===== config.mk =====
export PLATFORM = sky130hd
export DESIGN_NAME = uied_top
export DESIGN_NICKNAME = d
export VERILOG_FILES = /design/src/uied_top.v /design/src/uied_ep_desc.v
export VERILOG_INCLUDE_DIRS = /design/src
export SDC_FILE = /design/constraint.sdc
export NUM_CORES = 1
export LEC_CHECK = 0
export ABC_AREA = 1
export BUFFER_PORTS_ARGS = -buffer_cell sky130_fd_sc_hd__clkbuf_2
export CAP_MARGIN = 5
export CORE_ASPECT_RATIO = 1.4
export CORE_MARGIN = 8
export CORE_UTILIZATION = 51
export CTS_BUF_LIST = sky130_fd_sc_hd__clkbuf_16
export DETAILED_ROUTE_END_ITERATION = 10
export PLACE_DENSITY = 0.79
export SKIP_CTS_REPAIR_TIMING = 1
export SYNTH_ARGS = -nofsm -noshare
export SYNTH_HDL_FRONTEND = slang
export SYNTH_SLANG_ARGS = --single-unit

===== constraint.sdc =====
create_clock -name clock -period 3.6 [get_ports clock]
set_input_delay 0.54 -clock clock [delete_from_list [all_inputs] [get_ports clock]]
set_output_delay 0.54 -clock clock [all_outputs]
set_load 0.05 [all_outputs]

===== src/uied_defines.vh =====
// Purpose: constants for the input endpoint descriptor block
// Assumes: byte-wide register port, one clock, async active-high reset
// Notes:   three endpoints, each with an eight-byte descriptor block
// What this block does
// - each endpoint config at its own base; buffers at fixed offsets.
// - completion interrupt enable decides if a finished transfer interrupts.
// - stall is set by buffer manager; firmware may set or clear it.
// - firmware-set stall answers host with STALL, then clears itself.
// - double-buffer off uses X only; on, toggle picks X or Y.
// - toggle bit tracks DATA0/DATA1 sequence, naming the next data PID.
// - buffer-manager enable clear forbids serving the endpoint.
// - base register holds address bits 10..3; three zero bits appended.
// - transactions start at base; base is left unchanged afterwards.
// - seven-bit count encodes 0..64 bytes; above 64 is undefined.
// - Y base register at its own offset, same layout as X.
// - NAK flag 0 means valid packet ready, 1 means empty and NAK.
`ifndef UIED_DEFINES_VH
`define UIED_DEFINES_VH
`define UIED_EP1_BASE     16'hff48
`define UIED_EP2_BASE     16'hff50
`define UIED_EP3_BASE     16'hff58
`define UIED_OFF_CFG      3'h0
`define UIED_OFF_XBASE    3'h1
`define UIED_OFF_XCNT     3'h2
`define UIED_OFF_YBASE    3'h5
`define UIED_OFF_YCNT     3'h6
`define UIED_IRQ_STATUS   16'hff60
`define UIED_IRQ_ENABLE   16'hff61
`define UIED_IRQ_CLEAR    16'hff62
`define UIED_BIT_IE       2
`define UIED_BIT_STALL    3
`define UIED_BIT_DOUBLE_BUFFER_ENABLE     4
`define UIED_BIT_TOGGLE   5
`define UIED_BIT_ISO      6
`define UIED_BIT_BUFMGR_USE_ENABLE     7
`define UIED_BIT_NAK      7
`define UIED_CFG_RESET    8'h00
`define UIED_CFG_WMASK    8'hfc
`define UIED_CNT_RESET    8'h80
`define UIED_BYTE_RESET   8'h00
`define UIED_CNT_MAX      7'h40
`endif


===== src/uied_top.v =====
// Purpose: three input endpoint descriptors behind a byte register port
// Assumes: buffer manager events are single-cycle pulses on this clock
// Notes:   unmapped reads return zero; writes to them are dropped
//
// Our own choice: the strobed register port.
`timescale 1ns/1ns
`include "uied_defines.vh"
module uied_top (
	// clock and reset
	input  wire        clock,
	input  wire        reset,
	// register port
	input  wire [15:0] reg_addr,
	input  wire [7:0]  reg_wdata,
	input  wire        reg_write,
	input  wire        reg_read,
	output reg  [7:0]  reg_rdata,
	// buffer manager events, one bit per endpoint 1..3
	input  wire [2:0]  bm_done,
	input  wire [2:0]  bm_stall_set,
	input  wire [2:0]  bm_stall_sent,
	input  wire [2:0]  bm_load,
	// buffer manager view, endpoint n in slice n-1
	output wire [32:0] ep_start_addr,
	output wire [20:0] ep_count,
	output wire [2:0]  ep_ready,
	output wire [2:0]  ep_usable,
	output wire [2:0]  ep_stall,
	// interrupt
	output wire        irq
);
	wire [23:0] cfg_all;
	wire [23:0] xbase_all;
	wire [23:0] xcnt_all;
	wire [23:0] ybase_all;
	wire [23:0] ycnt_all;
	wire [2:0]  hit;
	reg  [2:0]  irq_status_q;
	reg  [2:0]  irq_enable_q;
	reg  [7:0]  rd_d;
	wire [2:0]  irq_clear;
	wire [2:0]  irq_event;
	integer     k;

	assign irq_clear = (reg_write && reg_addr == `UIED_IRQ_CLEAR) ?
		reg_wdata[2:0] : 3'h0;

	genvar i;
	generate
		for (i = 0; i < 3; i = i + 1) begin : g_ep
			wire [15:0] base;
			assign base = (i == 0) ? `UIED_EP1_BASE :
				(i == 1) ? `UIED_EP2_BASE : `UIED_EP3_BASE;
			// block decode on the upper address bits
			assign hit[i] = (reg_addr[15:3] == base[15:3]);
			// completion counts only on a usable endpoint with enable set
			assign irq_event[i] = bm_done[i] & ep_usable[i] &
				cfg_all[8*i+`UIED_BIT_IE];
			assign ep_stall[i] = cfg_all[8*i+`UIED_BIT_STALL];
			uied_ep_desc u_ep (
				.clock         (clock),
				.reset         (reset),
				.wr_en         (reg_write & hit[i]),
				.wr_off        (reg_addr[2:0]),
				.wr_data       (reg_wdata),
				.bm_done       (bm_done[i] & ep_usable[i]),
				.bm_stall_set  (bm_stall_set[i]),
				.bm_stall_sent (bm_stall_sent[i]),
				.bm_load       (bm_load[i] & ep_usable[i]),
				.cfg           (cfg_all[8*i+7:8*i]),
				.xbase         (xbase_all[8*i+7:8*i]),
				.xcnt          (xcnt_all[8*i+7:8*i]),
				.ybase         (ybase_all[8*i+7:8*i]),
				.ycnt          (ycnt_all[8*i+7:8*i]),
				.start_addr    (ep_start_addr[11*i+10:11*i]),
				.sel_count     (ep_count[7*i+6:7*i]),
				.sel_ready     (ep_ready[i]),
				.ep_usable     (ep_usable[i])
			);
		end
	endgenerate

	// sticky status; a new event beats a clear in the same cycle
	always @(posedge clock or posedge reset) begin
		if (reset) begin
			irq_status_q <= 3'h0;
			irq_enable_q <= 3'h0;
		end else begin
			irq_status_q <= (irq_status_q & ~irq_clear) | irq_event;
			if (reg_write && reg_addr == `UIED_IRQ_ENABLE)
				irq_enable_q <= reg_wdata[2:0];
		end
	end

	assign irq = |(irq_status_q & irq_enable_q);

	// read mux over endpoint blocks and interrupt registers
	always @* begin
		rd_d = 8'h00;
		for (k = 0; k < 3; k = k + 1) begin
			if (hit[k]) begin
				case (reg_addr[2:0])
					`UIED_OFF_CFG:   rd_d = cfg_all[8*k+:8];
					`UIED_OFF_XBASE: rd_d = xbase_all[8*k+:8];
					`UIED_OFF_XCNT:  rd_d = xcnt_all[8*k+:8];
					`UIED_OFF_YBASE: rd_d = ybase_all[8*k+:8];
					`UIED_OFF_YCNT:  rd_d = ycnt_all[8*k+:8];
					default:         rd_d = 8'h00;
				endcase
			end
		end
		if (reg_addr == `UIED_IRQ_STATUS)
			rd_d = {5'h00, irq_status_q};
		if (reg_addr == `UIED_IRQ_ENABLE)
			rd_d = {5'h00, irq_enable_q};
	end

	// read data only in the cycle after the strobe
	always @(posedge clock or posedge reset) begin
		if (reset)
			reg_rdata <= 8'h00;
		else if (reg_read)
			reg_rdata <= rd_d;
		else
			reg_rdata <= 8'h00;
	end
endmodule


===== src/uied_ep_desc.v =====
// Purpose: one input endpoint descriptor (config, bases, counts)
// Assumes: writes from firmware and events from buffer manager same clock
// Notes:   hardware events win over firmware writes in the same cycle
`timescale 1ns/1ns
`include "uied_defines.vh"
module uied_ep_desc (
	// clock and reset
	input  wire        clock,
	input  wire        reset,
	// firmware write port, already decoded to this endpoint
	input  wire        wr_en,
	input  wire [2:0]  wr_off,
	input  wire [7:0]  wr_data,
	// buffer manager events
	input  wire        bm_done,
	input  wire        bm_stall_set,
	input  wire        bm_stall_sent,
	input  wire        bm_load,
	// descriptor contents
	output wire [7:0]  cfg,
	output wire [7:0]  xbase,
	output wire [7:0]  xcnt,
	output wire [7:0]  ybase,
	output wire [7:0]  ycnt,
	// buffer selection toward the buffer manager
	output wire [10:0] start_addr,
	output wire [6:0]  sel_count,
	output wire        sel_ready,
	output wire        ep_usable
);
	reg  [7:0] cfg_q;
	reg  [7:0] cfg_d;
	reg  [7:0] xbase_q;
	reg  [7:0] ybase_q;
	reg  [7:0] xcnt_q;
	reg  [7:0] xcnt_d;
	reg  [7:0] ycnt_q;
	reg  [7:0] ycnt_d;
	wire       use_y;

	// y only with double buffering and toggle high
	assign use_y = cfg_q[`UIED_BIT_DOUBLE_BUFFER_ENABLE] &
		cfg_q[`UIED_BIT_TOGGLE];
	// base with three zero low bits; base never altered by hardware
	assign start_addr = use_y ? {ybase_q, 3'b000} :
		{xbase_q, 3'b000};
	assign sel_count = use_y ? ycnt_q[6:0] : xcnt_q[6:0];
	// nak low means a packet waits for the host
	assign sel_ready = use_y ? ~ycnt_q[`UIED_BIT_NAK] :
		~xcnt_q[`UIED_BIT_NAK];
	// manager serves only enabled, unstalled endpoints
	assign ep_usable = cfg_q[`UIED_BIT_BUFMGR_USE_ENABLE] &
		~cfg_q[`UIED_BIT_STALL];
	assign cfg   = cfg_q;
	assign xbase = xbase_q;
	assign xcnt  = xcnt_q;
	assign ybase = ybase_q;
	assign ycnt  = ycnt_q;

	// next config: firmware write, then hardware updates on top
	always @* begin
		cfg_d = cfg_q;
		xcnt_d = xcnt_q;
		ycnt_d = ycnt_q;
		if (wr_en && wr_off == `UIED_OFF_CFG)
			cfg_d = wr_data & `UIED_CFG_WMASK;
		if (wr_en && wr_off == `UIED_OFF_XCNT)
			xcnt_d = wr_data;
		if (wr_en && wr_off == `UIED_OFF_YCNT)
			ycnt_d = wr_data;
		if (bm_stall_sent)
			cfg_d[`UIED_BIT_STALL] = 1'b0;
		if (bm_stall_set)
			cfg_d[`UIED_BIT_STALL] = 1'b1;
		if (bm_done) begin
			// packet gone: flip toggle, mark the used buffer empty
			cfg_d[`UIED_BIT_TOGGLE] = ~cfg_q[`UIED_BIT_TOGGLE];
			if (use_y)
				ycnt_d[`UIED_BIT_NAK] = 1'b1;
			else
				xcnt_d[`UIED_BIT_NAK] = 1'b1;
		end
		if (bm_load) begin
			if (use_y)
				ycnt_d[`UIED_BIT_NAK] = 1'b0;
			else
				xcnt_d[`UIED_BIT_NAK] = 1'b0;
		end
	end

	// descriptor storage
	always @(posedge clock or posedge reset) begin
		if (reset) begin
			cfg_q   <= `UIED_CFG_RESET;
			xbase_q <= `UIED_BYTE_RESET;
			ybase_q <= `UIED_BYTE_RESET;
			xcnt_q  <= `UIED_CNT_RESET;
			ycnt_q  <= `UIED_CNT_RESET;
		end else begin
			cfg_q  <= cfg_d;
			xcnt_q <= xcnt_d;
			ycnt_q <= ycnt_d;
			if (wr_en && wr_off == `UIED_OFF_XBASE)
				xbase_q <= wr_data;
			if (wr_en && wr_off == `UIED_OFF_YBASE)
				ybase_q <= wr_data;
		end
	end
endmodule


## Word-level counts from Yosys, hierarchy flattened

Cells that the tools add are included.

- Logic and storage cells: 160
- Register bits after elaboration: 128
- Input port bits: 40
- Output and inout bits: 72

- Bitwise gates (word level): 34
- Reductions and logical operators: 25
- Eq/ne operators: 10
- Mux-type cells: 61

Operators with widths:

| kind | count |
|---|---|
| $pmux 8 s5 | 3 |
| $mux 8 | 12 |
| $eq 16x16->1 const B | 3 |
| $eq 13x13->1 const B | 3 |
| $mux 1 | 36 |
| $mux 11 | 3 |
| $mux 7 | 3 |
| $and 1x1->1 | 18 |
| $mux 6 | 3 |
| $logic_and 1x1->1 | 17 |
| $not 1->1 | 12 |
| $reduce_bool 3->1 | 3 |
| $and 3x3->3 | 2 |
| $eq 3x3->1 const B | 2 |
| $reduce_bool 2->1 | 3 |
| $eq 3x1->1 const B | 1 |
| $eq 3x2->1 const B | 1 |
| $logic_not 3->1 | 1 |
| $mux 3 | 1 |
| $not 3->3 | 1 |
| $or 3x3->3 | 1 |
| $reduce_or 3->1 | 1 |

## Logic depth before layout (Yosys ltp)

- Word-level depth: 8
- Mapped depth: 12
- Gate-level depth less buffers: 12

## Modules after synthesis

Synthesis repeated with hierarchy kept, for this count alone.

- Cells, all modules: 1,004
- Area total of the unflattened synthesis: 7,230.7 µm²

Modules (own cells, without submodules):

| module | area an instance (µm²) | times used | cells an instance | sequential area each (µm²) |
|---|---|---|---|---|
| uied_ep_desc | 1,794.2 | 3 | 214 | 953.4 |
| uied_top | 1,848.0 | 1 | 362 | 350.3 |

## Worst setup path before layout

OpenSTA, ideal clock, no wires.

- Path kind: register -> output
- Start point: register g_ep[0].u_ep.cfg_q[5]
- End point: output port ep_start_addr[5]
- Path slack: 1.121 ns
- Arrival: 1.939 ns
- Path buffers: 0
- Cell stages (with the launch flop): 4
- Required time: 3.060 ns
- Cells stage by stage: dfrtp_1 > nand2_1 > clkinv_1 > o21ai_0

- Word-level cells in the longest chain between the ends: 2

Ends and longest elaborated chain:

| item | line | source |
|---|---|---|
| start: declaration | uied_ep_desc.v:31 | `reg [7:0] cfg_q;` |
| start signal: assignment | uied_ep_desc.v:94 | `` cfg_q <= `UIED_CFG_RESET; `` |
| start signal: assignment | uied_ep_desc.v:100 | `cfg_q <= cfg_d;` |
| $and 1x1->1 | uied_ep_desc.v:42 | `` assign use_y = cfg_q[`UIED_BIT_DOUBLE_BUFFER_ENABLE] & `` |
| $mux 11 | uied_ep_desc.v:45 | `assign start_addr = use_y ? {ybase_q, 3'b000} :` |
| end: declaration | uied_top.v:24 | `output wire [32:0] ep_start_addr,` |

Every way passes these cells.

## Worst setup path in the final report

- Start point: register g_ep[2].u_ep.cfg_q[5]
- End point: output port ep_start_addr[32]

- Word-level cells in the longest chain between the ends: 2

Ends and longest elaborated chain:

| item | line |
|---|---|
| start: declaration | uied_ep_desc.v:31 |
| start signal: assignment | uied_ep_desc.v:94 |
| start signal: assignment | uied_ep_desc.v:100 |
| $and 1x1->1 | uied_ep_desc.v:42 |
| $mux 11 | uied_ep_desc.v:45 |

Every way passes these cells.

==> metrics <==
Placer Congestion=0.937; dominant cells by area after synthesis=dfrtp_1 45%, nand2_1 19%, o21ai_0 11%, inv_1 4.3%, nand3_1 2.9%; clk sinks=128; Synth area leader=dfrtp_1; Max Clock Skew=0.0100 ns; post-layout minimum cycle time=2.52 ns; post-synthesis sequential area ratio=0.468; r2r endpoint=g_ep[2].u_ep.xcnt[7]; H-tree depth=4; Reg-to-Reg Start=g_ep[2].u_ep.cfg[5]; CTS root buf=clkbuf_16; die area=0.0175 mm2; TritonCTS clock tree=built; final net count=1,063; clk buf depth=2; Worst-path clk slew=0.06 ns; Setup WS post-layout=1.08 ns; delay-heaviest family, CP=buffers and inverters; port buffer count=102; # IOs=112; Fin Hold WS=0.276 ns; drt total wl=21,900 um; cell count after synthesis=939; total negative slack=0 ns; hold path cells=2; CP endpoint kind=primary output; fraction of layout cells with a size suffix above 1=0.163; DP HPWL=16,000 um; R2R setup slack=2.20 ns; Worst-Margin Slew=0.780 ns; Crit path buffers/inverters=3; DRT Pass-1 Iters=5; Tightest Hold Check Type=input port to register; Leakage=0.00404 uW; first-pass GRT wire length=35,100 um; synth-to-layout area growth=16.6%; final setup fails=0; Syn Area/Cell=7.30 um2; Vias=6,748; initial antenna violation count=0; crit-path max cell delay=0.42 ns; CP Cell Sequence=nand2_1 > buf_4 > inv_1 > o21ai_0 > clkbuf_2; Synth Cell Area=0.00686 mm2; Starting Density=0.517; vias in the first global route=6,628; Routed Antenna Nets=0; Iter 0 DRT Violations=577; number of vias per cell=5.54; Tcrit/Tclk final=0.700; status=complete, no violations; DRC violations left=0; Setup CP Type=register to primary output; die height=153 um; Placed Cells incl. Taps=1,186; CP max FO=24; dpl ws=0.987 ns; FFs w/ async S/R, synth=1.00; Final Hold Fails=0; RSZ-0062 raised after global routing=false; final max-slew violation count=0; Worst Reg-to-Reg Cells=6; Synth Register Bits=128; crit path DAT=1.98 ns; die span in x=114 um; Total Routing Usage GR=0.257; number of flops mapped to enable cells by yosys=0; Non-Filler Instances=1,218; top_reg_cell synth=dfrtp_1; warnings from Yosys=0; Rows=50; Rel. slew slack=0.480; antenna fix cells=0; routed length per placed instance=17.9 um; grt ovf=0; CTS buffer count=17; synth unique cells=35; hold endpoint=g_ep[1].u_ep.cfg[3]; largest net degree at the start of global routing=129; Max VDD drop=0.300 mV; Fmax=0.397 GHz; number of max-cap violations=0; crit start category=register; Worst EP required=3.06 ns; hold path start=bm_stall_sent[1]; PwrDens=437 mW/mm2; area of the core=0.0133 mm2; Worst path slowest cell=dfrtp_1; Synth top area share=0.445; Clk Latency, worst-skew pair=0.43 ns
[stage by stage]
stage | instance area, um2 | utilization | total power, uW
after floorplan | 6890 | - | 1690
after global placement | 7400 | 0.558 | 1760
after detailed placement | 7400 | 0.558 | 1760
after CTS | 8000 | 0.603 | 3490
after global routing | 8000 | 0.603 | 3580
final | 8000 | 0.603 | 3490
[sequential cells by signal (all words and copies together) (netlist names)]
register and flops:
g_ep.u_ep.ycnt 24, g_ep.u_ep.ybase 24, g_ep.u_ep.xcnt 24, irq_enable_q 3, irq_status_q 3, g_ep.u_ep.cfg 18
reg_rdata 8, g_ep.u_ep.xbase 24
[layout make-up]
class | instances | area [um2]
clock buffers | 17 | 425
clock inverters | 15 | 169
fillers | 1253 | 5260
inverters | 84 | 320
multi-input cells | 682 | 3060
flip-flops and latches | 128 | 3210
well taps | 182 | 228
repair buffers | 110 | 583
[cells in the final DEF (no fill, tap or decap), drive strengths merged]
cell,count
o21a,1
o22ai,5
o211ai,8
o21bai,7
conb,9
nor2,53
clkinvlp,4
clkinv,10
mux2i,2
o21ai,158
o2111ai,1
buf,8
nand2,362
dfstp,6
inv,82
a21oi,11
nand3b,3
and3,1
bufinv,3
nor3,2
a31oi,1
nand4,14
nor3b,2
clkbuf,119
a22oi,2
dfrtp,122
nand3,40
[cells by family after synthesis]
group / count (synthesis) / synth area share
simple gates: 477 / 0.289
compound gates: 194 / 0.150
mux: 2 / 0.00292
other cells: 1 / 0.000547
buf+inv: 137 / 0.0897
flops: 128 / 0.468
[worst reg2reg max path, delay by kind of cell, from the launching register on]
family	cells	cell delay, ns
buffers and inverters	3	0.56
flip-flops	1	0.42
AO/OA/AOI/OAI	1	0.23
AND/OR/NAND/NOR	2	0.15
[where the power goes]
group	internal (uW)	switching (uW)
clock	1080	672
sequential	1460	17.3
combinational	57.8	204
[cells in the mapped netlist, types with 8 or more instances]
cell      instances
buf_4            19
a21oi_1          11
nand2_1         354
o211ai_1          8
nand4_1          14
nand3_1          40
buf_2            11
clkbuf_1         20
dfrtp_1         122
inv_1            79
o21ai_0         153
nor2_1           42
[how the worst max path moves through the flow]
stage                             start                   end  slack (ns)  depth (start not counted)
finish              g_ep[2].u_ep.cfg[5]     ep_start_addr[32]        1.08                          5
global route        g_ep[1].u_ep.cfg[4]          ep_count[10]        0.95                          6
CTS                 g_ep[2].u_ep.cfg[5]     ep_start_addr[32]        1.09                          5
detailed placement          reg_addr[2]  g_ep[2].u_ep.ycnt[7]        0.99                          8
global placement            reg_addr[2]  g_ep[2].u_ep.ycnt[7]        1.04                          8
floorplan           g_ep[0].u_ep.cfg[5]      ep_start_addr[5]        1.12                          3
[per-layer routing]
metal | up-vias | share of wire | GRT usage
met5 | - | 0 | 0
met1 | 3173 | 0.39 | 0.308
met3 | 66 | 0.073 | 0.0556
met4 | 0 | 0.040 | 0.134
li1 | 3175 | - | -
met2 | 334 | 0.50 | 0.424
Power figures use the tool's default switching activity.
